--- src/core/dgc_pkg.sv ---
/*
 * Constants, register layout and state type of the deserializer's two
 * general configuration registers and the logic they steer.
 * Assumes one 250 MHz system clock and a byte-wide register port fed by
 * the device's serial control slave.
 */
package dgc_pkg;

    // Register offsets
    localparam logic [7:0] ADDR_RESET = 8'h01;
    localparam logic [7:0] ADDR_CFG0  = 8'h02;
    localparam logic [7:0] ADDR_CFG1  = 8'h03;

    // Reset values
    localparam logic [7:0] CFG0_RST = 8'h80;
    localparam logic [7:0] CFG1_RST = 8'hf0;

    // Field positions, first register
    localparam int C0_OE_VAL  = 7;
    localparam int C0_OVR     = 6;
    localparam int C0_OSC_EN  = 5;
    localparam int C0_SLEEP   = 4;
    // Field positions, second register
    localparam int C1_CRC_EN  = 6;
    localparam int C1_PULL_DN = 5;
    localparam int C1_FILT_EN = 4;
    localparam int C1_PASS    = 3;
    localparam int C1_AUTOACK = 2;
    localparam int C1_GATE    = 1;
    // Field position, logic reset bit in the reset register
    localparam int RST_KEEP   = 0;

    // Filter depths in pixel clocks
    localparam logic [2:0] FILT_DEPTH_1L = 3'h2;
    localparam logic [2:0] FILT_DEPTH_2L = 3'h4;

    // Logic reset settle time
    localparam int CLK_PERIOD_PS   = 4000;
    localparam int LRST_TIME_PS    = 500000000;
    localparam int LRST_CYCLES     =
        (LRST_TIME_PS + CLK_PERIOD_PS - 1) / CLK_PERIOD_PS;
    localparam int LRST_W          = 17;

    // Sync and valid lanes of the filter
    localparam int SIG_VALID = 0;
    localparam int SIG_LINE  = 1;
    localparam int SIG_FRAME = 2;

    // Pixel-side group entering the block
    typedef struct packed {
        logic        pix_en;
        logic        pixel_valid;
        logic        line_sync;
        logic        frame_sync;
        logic [23:0] data;
    } dgc_pix_type;

    // Whole state of the block
    typedef struct packed {
        logic [7:0]           cfg0;
        logic [7:0]           cfg1;
        logic [7:0]           rdata;
        logic                 rvalid;
        logic                 out_en;
        logic                 sleep_sel;
        logic                 pix_clk;
        logic                 crc_en;
        logic                 pull_dn;
        logic                 fwd;
        logic                 auto_ack;
        logic [2:0][2:0]      cnt;
        logic [2:0]           filt;
        logic [23:0]          pix_data;
        logic                 lrst;
        logic [LRST_W-1:0]    busy;
        logic                 busy_out;
    } dgc_state_type;

endpackage

--- src/core/dgc_regs.sv ---
/*
 * General configuration register pair and the logic they steer: output
 * enable and sleep selection, oscillator fallback on the pixel clock,
 * sync/valid glitch filter, pixel gating and serial control options.
 * Assumes a register port already decoded from the serial control slave,
 * and pixel-side inputs synchronous to the system clock with a pixel
 * clock enable pulse.
 */
`timescale 1ns/1ps
`default_nettype none

module dgc_regs #(
    parameter int LRST_COUNT = dgc_pkg::LRST_CYCLES
) (
    // Clock and reset
    input  wire logic               i_clk_sys,
    input  wire logic               i_rstn,
    // Register port
    input  wire logic               i_reg_wr,
    input  wire logic               i_reg_rd,
    input  wire logic [7:0]         i_reg_addr,
    input  wire logic [7:0]         i_reg_wdata,
    output var  logic [7:0]         o_reg_rdata,
    output var  logic               o_reg_rvalid,
    // Link status
    input  wire logic               i_lock,
    input  wire logic               i_dual_lane,
    input  wire logic               i_ser_protected,
    input  wire logic               i_addr_match,
    // Clock sources, levels sampled on the system clock
    input  wire logic               i_pix_clk_lvl,
    input  wire logic               i_osc_clk_lvl,
    // Pixel side
    input  wire dgc_pkg::dgc_pix_type i_pix,
    // Output controls
    output var  logic               o_out_en,
    output var  logic               o_sleep_sel,
    output var  logic               o_pix_clk,
    output var  logic               o_return_link_checksum_en,
    output var  logic               o_undriven_pull_down_sel,
    output var  logic               o_fwd_ctrl,
    output var  logic               o_auto_ack_en,
    output var  logic               o_logic_reset,
    output var  logic               o_logic_reset_busy,
    // Filtered sync and gated data
    output var  logic               o_pixel_valid,
    output var  logic               o_line_sync,
    output var  logic               o_frame_sync,
    output var  logic [23:0]        o_pix_data
);
    import dgc_pkg::*;

    localparam logic [LRST_W-1:0] LRST_LOAD = LRST_W'(LRST_COUNT);

    dgc_state_type q;
    dgc_state_type d;
    logic [2:0]    sig_in;
    logic [2:0]    depth;
    logic          gate_on;

    // One filter lane step: returns {filtered level, count}
    function automatic logic [3:0] filt_step(
        input logic       sig,
        input logic       filt,
        input logic [2:0] cnt,
        input logic [2:0] dep,
        input logic       en,
        input logic       tick
    );
        logic [2:0] nxt;
        nxt = cnt + 3'h1;
        if (!en) begin
            filt_step = {sig, 3'h0};
        end else if (sig == filt) begin
            filt_step = {filt, 3'h0};
        end else if (!tick) begin
            filt_step = {filt, cnt};
        end else if (nxt >= dep) begin
            filt_step = {sig, 3'h0};
        end else begin
            filt_step = {filt, nxt};
        end
    endfunction

    // Lane inputs, depth and gating selection
    assign sig_in  = {i_pix.frame_sync, i_pix.line_sync, i_pix.pixel_valid};
    assign depth   = i_dual_lane ? FILT_DEPTH_2L : FILT_DEPTH_1L;
    assign gate_on = q.cfg1[C1_GATE] | i_ser_protected;

    // Next state
    always_comb begin
        d = q;
        d.rvalid = 1'b0;
        d.lrst   = 1'b0;
        // Register writes; reserved bits store what is written
        if (i_reg_wr) begin
            case (i_reg_addr)
                ADDR_CFG0: begin
                    d.cfg0 = i_reg_wdata;
                end
                ADDR_CFG1: begin
                    d.cfg1 = i_reg_wdata;
                end
                ADDR_RESET: begin
                    d.lrst = i_reg_wdata[RST_KEEP];
                end
                default: begin
                    d.cfg0 = q.cfg0;
                end
            endcase
        end
        // Register reads, unmapped offsets answer zero
        if (i_reg_rd) begin
            d.rvalid = 1'b1;
            case (i_reg_addr)
                ADDR_CFG0: begin
                    d.rdata = q.cfg0;
                end
                ADDR_CFG1: begin
                    d.rdata = q.cfg1;
                end
                ADDR_RESET: begin
                    d.rdata = 8'h00; // Logic reset bit self-clears
                end
                default: begin
                    d.rdata = 8'h00;
                end
            endcase
        end
        // Logic reset keeps registers and holds busy for the settle time
        if (q.lrst) begin
            d.busy = LRST_LOAD;
        end else if (q.busy != '0) begin
            d.busy = q.busy - LRST_W'(1);
        end
        d.busy_out = d.busy != '0; // Busy flag kept in its own flop
        // Effective output enable and sleep state
        d.out_en    = q.cfg0[C0_OVR] ? q.cfg0[C0_OE_VAL] : 1'b1;
        d.sleep_sel = q.cfg0[C0_OVR] ? q.cfg0[C0_SLEEP] : 1'b1;
        // Pixel clock or oscillator fallback when lock is lost
        if (i_lock) begin
            d.pix_clk = i_pix_clk_lvl;
        end else begin
            d.pix_clk = q.cfg0[C0_OSC_EN] & i_osc_clk_lvl;
        end
        // Control outputs from their bits, forwarding also gated by address match
        d.crc_en   = q.cfg1[C1_CRC_EN];
        d.pull_dn  = q.cfg1[C1_PULL_DN];
        d.fwd      = q.cfg1[C1_PASS] & i_addr_match;
        d.auto_ack = q.cfg1[C1_AUTOACK];
        // Glitch filter on valid, line and frame sync
        for (int k = 0; k < 3; k++) begin
            {d.filt[k], d.cnt[k]} = filt_step(sig_in[k], q.filt[k],
                q.cnt[k], depth, q.cfg1[C1_FILT_EN], i_pix.pix_en);
        end
        // Pixel data gating with filtered valid
        d.pix_data = (gate_on && !d.filt[SIG_VALID]) ? 24'h000000
                                                     : i_pix.data;
        // Logic reset clears the datapath, registers untouched
        if (q.lrst) begin
            d.filt     = 3'h0;
            d.cnt      = '0;
            d.pix_data = 24'h000000;
        end
    end

    // State register
    always_ff @(posedge i_clk_sys or negedge i_rstn) begin
        if (!i_rstn) begin
            q           <= '0;
            q.cfg0      <= CFG0_RST;
            q.cfg1      <= CFG1_RST;
            q.out_en    <= 1'b1;
            q.sleep_sel <= 1'b1;
            q.crc_en    <= 1'b1;
            q.pull_dn   <= 1'b1;
        end else begin
            q <= d;
        end
    end

    // Outputs straight from the state
    assign o_reg_rdata               = q.rdata;
    assign o_reg_rvalid              = q.rvalid;
    assign o_out_en                  = q.out_en;
    assign o_sleep_sel               = q.sleep_sel;
    assign o_pix_clk                 = q.pix_clk;
    assign o_return_link_checksum_en = q.crc_en;
    assign o_undriven_pull_down_sel  = q.pull_dn;
    assign o_fwd_ctrl                = q.fwd;
    assign o_auto_ack_en             = q.auto_ack;
    assign o_logic_reset             = q.lrst;
    assign o_logic_reset_busy        = q.busy_out;
    assign o_pixel_valid             = q.filt[SIG_VALID];
    assign o_line_sync               = q.filt[SIG_LINE];
    assign o_frame_sync              = q.filt[SIG_FRAME];
    assign o_pix_data                = q.pix_data;

    // Effective enable forced high without override
    oe_forced_a : assert property (
        @(posedge i_clk_sys) disable iff (!i_rstn)
        !q.cfg0[C0_OVR] |=> o_out_en)
        else $error("output enable not forced high");

    // Override passes stored sleep value one cycle later
    sleep_override_a : assert property (
        @(posedge i_clk_sys) disable iff (!i_rstn)
        q.cfg0[C0_OVR] |=> o_sleep_sel == $past(q.cfg0[C0_SLEEP]))
        else $error("sleep select does not follow override value");

    // Sleep select forced high without override
    sleep_forced_a : assert property (
        @(posedge i_clk_sys) disable iff (!i_rstn)
        !q.cfg0[C0_OVR] |=> o_sleep_sel)
        else $error("sleep select not forced high");

    // Fallback clock follows oscillator when unlocked
    osc_fallback_a : assert property (
        @(posedge i_clk_sys) disable iff (!i_rstn)
        (!i_lock && q.cfg0[C0_OSC_EN]) |=> o_pix_clk == $past(i_osc_clk_lvl))
        else $error("oscillator not driven on pixel clock");

    // Checksum and pull follow their bits
    crc_pull_a : assert property (
        @(posedge i_clk_sys) disable iff (!i_rstn)
        ##1 (o_return_link_checksum_en == $past(q.cfg1[C1_CRC_EN]))
            && (o_undriven_pull_down_sel == $past(q.cfg1[C1_PULL_DN])))
        else $error("checksum or pull select mismatch");

    // Filtered valid changes only after the full depth
    filter_depth_a : assert property (
        @(posedge i_clk_sys) disable iff (!i_rstn || q.lrst)
        (q.cfg1[C1_FILT_EN] && $stable(q.cfg1) && $changed(q.filt[0])
            && $past(q.cfg1[C1_FILT_EN]))
        |-> $past(q.cnt[0]) == $past(depth) - 3'h1)
        else $error("pulse passed the filter too early");

    // Forwarding needs enable and address match
    forward_gate_a : assert property (
        @(posedge i_clk_sys) disable iff (!i_rstn)
        o_fwd_ctrl |-> $past(q.cfg1[C1_PASS] && i_addr_match))
        else $error("forwarding without enable and match");

    // Auto acknowledge follows its bit
    auto_ack_a : assert property (
        @(posedge i_clk_sys) disable iff (!i_rstn)
        ##1 o_auto_ack_en == $past(q.cfg1[C1_AUTOACK]))
        else $error("auto acknowledge mismatch");

    // Gated data is zero while valid is low
    data_gating_a : assert property (
        @(posedge i_clk_sys) disable iff (!i_rstn)
        (gate_on && !d.filt[SIG_VALID]) |=> o_pix_data == 24'h000000)
        else $error("pixel data not gated");

    // Logic reset starts busy and keeps registers
    logic_reset_a : assert property (
        @(posedge i_clk_sys) disable iff (!i_rstn)
        (q.lrst && !i_reg_wr) |=> o_logic_reset_busy && !o_logic_reset
            && $stable(q.cfg0) && $stable(q.cfg1))
        else $error("logic reset misbehaves");

    // Read returns the stored first register one cycle later
    read_back_a : assert property (
        @(posedge i_clk_sys) disable iff (!i_rstn)
        (i_reg_rd && i_reg_addr == ADDR_CFG0)
        |=> o_reg_rvalid && o_reg_rdata == $past(q.cfg0))
        else $error("read answer missing or wrong");

    // Second register stores the whole written byte
    write_store_a : assert property (
        @(posedge i_clk_sys) disable iff (!i_rstn)
        (i_reg_wr && i_reg_addr == ADDR_CFG1)
        |=> q.cfg1 == $past(i_reg_wdata))
        else $error("written byte not stored");

    // Unlocked without fallback the pixel clock stays low
    osc_off_a : assert property (
        @(posedge i_clk_sys) disable iff (!i_rstn)
        (!i_lock && !q.cfg0[C0_OSC_EN]) |=> !o_pix_clk)
        else $error("pixel clock driven without fallback");

    // Locked pixel clock follows the recovered clock
    locked_clock_a : assert property (
        @(posedge i_clk_sys) disable iff (!i_rstn)
        i_lock |=> o_pix_clk == $past(i_pix_clk_lvl))
        else $error("pixel clock not from recovered clock");

    // Forwarding follows enable and address match
    forward_on_a : assert property (
        @(posedge i_clk_sys) disable iff (!i_rstn)
        (q.cfg1[C1_PASS] && i_addr_match) |=> o_fwd_ctrl)
        else $error("forwarding not enabled");

    // Filter off passes every lane one cycle late
    filter_off_a : assert property (
        @(posedge i_clk_sys) disable iff (!i_rstn)
        (!q.cfg1[C1_FILT_EN] && !q.lrst)
        |=> o_pixel_valid == $past(i_pix.pixel_valid)
            && o_line_sync == $past(i_pix.line_sync)
            && o_frame_sync == $past(i_pix.frame_sync))
        else $error("unfiltered lane not passed");

    // Logic reset clears the filtered lanes and the data
    reset_clears_a : assert property (
        @(posedge i_clk_sys) disable iff (!i_rstn)
        q.lrst |=> !o_pixel_valid && !o_line_sync && !o_frame_sync
            && o_pix_data == 24'h000000)
        else $error("logic reset left datapath state");

endmodule

`default_nettype wire

--- config.mk ---
export PLATFORM = sky130hd
export DESIGN_NAME = dgc_regs
export DESIGN_NICKNAME = d
export VERILOG_FILES = /design/src/core/dgc_pkg.sv /design/src/core/dgc_regs.sv
export SDC_FILE = /design/constraint.sdc
export NUM_CORES = 1
export LEC_CHECK = 0
export BUFFER_PORTS_ARGS = -buffer_cell sky130_fd_sc_hd__buf_4
export CELL_PAD_IN_SITES_DETAIL_PLACEMENT = 0
export CELL_PAD_IN_SITES_GLOBAL_PLACEMENT = 1
export CORE_MARGIN = 3
export CORE_UTILIZATION = 35
export DETAILED_ROUTE_END_ITERATION = 6
export GPL_TIMING_DRIVEN = 0
export PLACE_DENSITY = 0.73
export SYNTH_ARGS = -nofsm -noshare
export SYNTH_HDL_FRONTEND = slang
export SYNTH_SLANG_ARGS = --single-unit
--- constraint.sdc ---
create_clock -name i_clk_sys -period 7.25 [get_ports i_clk_sys]
set_clock_uncertainty 0.15 [all_clocks]
set_input_delay 1.0875 -clock i_clk_sys [delete_from_list [all_inputs] [get_ports i_clk_sys]]
set_output_delay 1.0875 -clock i_clk_sys [all_outputs]
set_load 0.02 [all_outputs]
======== After elaboration in Yosys (flattened, before gate mapping) ========
Index checks and enable logic that the tools add are counted.
storage, ports and cells
  input port bits ......................... 54
  output and inout bits ................... 45
  register bits ........................... 87
  word-level logic and storage cells ...... 77
cells by class
  order comparisons ....................... 3
  bitwise logic cells ..................... 3
  reductions and logical operators ........ 8
  multiplexer cells ....................... 24
  add/sub/neg operators ................... 4
  eq/ne operators ......................... 14
operator list
  kind                     count
  $mux W4                  12
  $mux W36                 1
  $mux W17                 2
  $reduce_bool A17 Y1      2
  $mux W24                 1
  $sub A17 B1 Y17 const B  1
  $eq A8 B2 Y1 const B     2
  $pmux W8 S2              1
  $ne A4 B3 Y1 const B     3
  $add A3 B1 Y3 const B    3
  $ge A3 B3 Y1             3
  $ne A3 B3 Y1 const B     3
  $eq A8 B1 Y1 const B     1
  $mux W1                  6
  $ne A3 B2 Y1 const B     2
  $reduce_and A3 Y1        2
  $reduce_and A2 Y1        2
  $eq A1 B1 Y1             3
  $mux W3                  1
  $and A1 B1 Y1            2
  $logic_and A1 B1 Y1      1
  $logic_not A1 Y1         1
  $or A1 B1 Y1             1

======== Depth between registers and ports, before layout ========
  depth after elaboration ................. 10
  depth in mapped cells ................... 10

======== Worst setup path after synthesis ========
OpenSTA, ideal clock, no wires.
  kind .................................... input port to flip-flop
  from .................................... input i_dual_lane
  to ...................................... register q, in the netlist o_pix_data[10]
  slack ................................... 4.384 ns
  path buffers ............................ 1
  data arrival time ....................... 2.650 ns
  stages on the path ...................... 9
  library setup time ...................... 0.066 ns
  cells stage by stage .................... inv_1 ha_1 a21bo_2 a21oi_1 o21ai_0 mux2i_1 a21oi_1 clkbuf_1 and2_1
RTL lines
  element      line            RTL
  from (decl)  dgc_regs.sv:27  input wire logic i_dual_lane,
  to (decl)    dgc_regs.sv:55  dgc_state_type q;

==> results.md <==
* PortBufs at 97
* Hold_buf cts at 0
* Number of synthesized register bits at between 80 and 90
* H-tree depth at 3
* Routed len/inst at between 10 and 15 um
* Hold WS at 0.224 ns
* Yosys warns at 0
* Unique masters post-synth at between 50 and 60
* Least-Margin Pin Slew at approximately 1.1 ns
* Gpl congestion at around 0.78
* CTS Buffer Depth at 2
* IO Pins at slightly below 100
* Syn Inst Count at about 410
* Die Y at roughly 120 um
* Detail Placement HPWL at a little under 7000 um
* Slowest cell on the critical path: a21oi_1
* Mapped Nets at 470
* Overall Global Routing Usage at ~14%
* Mapped Avg Cell Area at between 10 and 15 um2
* Finished Core Util at between 40 and 50%
* PD cells at roughly 270 mW/mm2
* Post-Syn Area at 0.00431 mm2
* Slew HR at between 20% and 30%
* Critical Path AT at approximately 3.2 ns
* Worst-path clk slew at ~0.070 ns
* Pin count of the biggest net entering global routing at 88
* Worst setup EP type: register
* Final Hold Fails at 0
* Max incr delay on CP at 0.36 ns
* Clock Tree Root: clkbuf_16
* Via count at 3181
* Core Region at approximately 0.012 mm2
* Commonest non-fill, non-tap cells in the layout: 129 x buf_4, 78 x dfrtp_1, 30 x nor2_1
* 1st-pass router iterations at 4
* Hold Path Class: register to register
* Hold depth at 0
* Die Width at around 120 um
* Nets at about 580
* Initial antenna violation count at 0
* Tmin final at roughly 3 ns
* CTS tree: built
* Post-CTS Resized at 0
* Post-DP Area at 0.00521 mm2
* DRC at 0
* Final number of setup-violating endpoints at 0
* Row count at 39
* Area grow syn2layout at 27.7%
* Post-CTS setup repair buffer count at 0
* Setup crit start kind: input port
* CP most frequent cell: a21oi_1
* Sequential area share after synthesis at between 50% and 60%
* Commonest non-fill, non-tap cell in the layout: buf_4
* Worst r2r path cells at 7
* Pleak at 0.00266 uW
* ANT cells at 0
* Fmax at between 300 and 400 MHz
* CP max FO at 10
* Setup TNS at 0 ns
* Vias in the first global route at a little over 3000
* Status: finished, final reports clean
* DRT Wirelength at between 9000 and 10000 um
* CP required at 7.37 ns
* Setup CP Type: input port to register
* Total of max-cap violations at 0
* Post-route cell area at 0.00550 mm2
* Vias per std cell at 4.81
* RSZ-0062 raised after global routing: no
* Initial DRC count at 124
* Clock sink total at 87
* Number of synthesized flops with an enable pin at 0
* Fin crit share at between 40% and 50%
* Fin. max-slew vios at 0
* Share of cells above drive strength 1 at around 38%
* First-pass GRT wire length at roughly 15000 um
* Die area at roughly 0.014 mm2
* Routed Antenna Nets at 0
* Max VDD drop at between 0.1 and 0.15 mV
* CP Cell Sequence: buf_4 > inv_1 > ha_1 > a21bo_2 > a21oi_1 > o21ai_0 > mux2i_1 > a21oi_1 > clkbuf_1 > and2_1
* Worst skew pair latency at 0.33 ns
* Prevailing post-synth register cell: dfrtp_1
* Initial Util at 36.8%
* Total CTS buffers at 9
* Ys async rst share at 100%
* Grt ovf at 0
through the flow:
step / setup slack, ns / power [uW] / cells
2_1_floorplan: 4.38 / 899 / 405
3_3_place_gp: 3.88 / 1010 / 645
3_5_place_dp: 3.79 / 1020 / 645
4_1_cts: 4.13 / 1470 / 661
5_1_grt: 3.91 / 1550 / 661
6_report: 4.17 / 1460 / 661
registers in the layout, summed over array words and instances, names as in the netlist, 3 cells and up:
name / count
o_reg_rdata: 8
o_pix_data: 24
q: 39
d: 3
critical path, delay by kind of cell:
family / cells / cell delay, ns
compound gates: 4 / 0.85
simple gates: 1 / 0.18
fa+ha+maj: 1 / 0.27
buf+inv: 3 / 0.65
mux: 1 / 0.15
final cells by class:
class | instances | area (um2)
Buffer | 49 | 318
Clock inverter | 7 | 61.3
Clock buffer | 9 | 225
Inverter | 20 | 75.1
Tap cell | 143 | 179
Fill cell | 1112 | 6210
Sequential cell | 87 | 2190
Timing Repair Buffer | 97 | 728
Multi-Input combinational cell | 249 | 1730
worst paths after layout:
path                                  start                        end  slack (ns)
worst max-delay path            i_dual_lane             o_pix_data[21]        4.17
worst min-delay path                  d[58]  o_return_link_checksum_en        0.22
worst max register to register         q[5]         o_logic_reset_busy        4.25
worst min register to register        d[58]  o_return_link_checksum_en        0.22
max in group asynchronous            i_rstn                      q[53]        5.46
min in group asynchronous            i_rstn                      q[17]        0.79
cells by family (layout without fill, tap and decap cells):
family	after synthesis	in the layout	share of synthesized area (%)
fa+ha+maj	11	11	3.20
buf+inv	69	182	9.12
compound gates	52	52	8.22
flops	87	87	50.8
simple gates	142	142	18.0
xor+xnor	11	11	2.24
mux	33	33	8.45
synth_stat cells (3+ instances only):
cell | count | share of area [%]
dfrtp_1 | 78 | 45
buf_4 | 32 | 5.6
nor2_1 | 30 | 2.6
nand2_1 | 28 | 2.4
mux2_2 | 27 | 7.1
and2_1 | 26 | 3.8
inv_1 | 20 | 1.7
a21oi_1 | 13 | 1.5
o21ai_0 | 12 | 1.4
clkbuf_1 | 11 | 0.96
ha_1 | 11 | 3.2
dfstp_2 | 9 | 5.5
nand2b_1 | 9 | 1.3
nor4_1 | 9 | 1.3
o22ai_1 | 9 | 1.3
nand3_1 | 8 | 0.93
xor2_1 | 8 | 1.6
mux2i_1 | 6 | 1.4
buf_2 | 4 | 0.46
or3_1 | 4 | 0.58
or4_1 | 4 | 0.70
a21bo_2 | 3 | 0.70
and3_1 | 3 | 0.44
nand4_1 | 3 | 0.44
nor2b_1 | 3 | 0.44
nor3_1 | 3 | 0.35
xnor2_1 | 3 | 0.61
routing by layer:
| layer | GRT usage (%) | up-vias | part of all wire (%) |
|---|---|---|---|
| li1 | - | 1569 | - |
| met1 | 18.1 | 1534 | 44 |
| met2 | 22.6 | 69 | 51 |
| met3 | 3.60 | 9 | 3.5 |
| met4 | 4.28 | 0 | 1.7 |
| met5 | 0 | - | 0 |
power breakdown:
part / leakage (uW) / internal, uW / switching (uW)
registers: 0.00110 / 548 / 48.1
clock network: 0.000141 / 240 / 204
logic: 0.00142 / 187 / 231
total: 0.00266 / 975 / 483
Note: power is estimated with default switching activity, not from simulation.
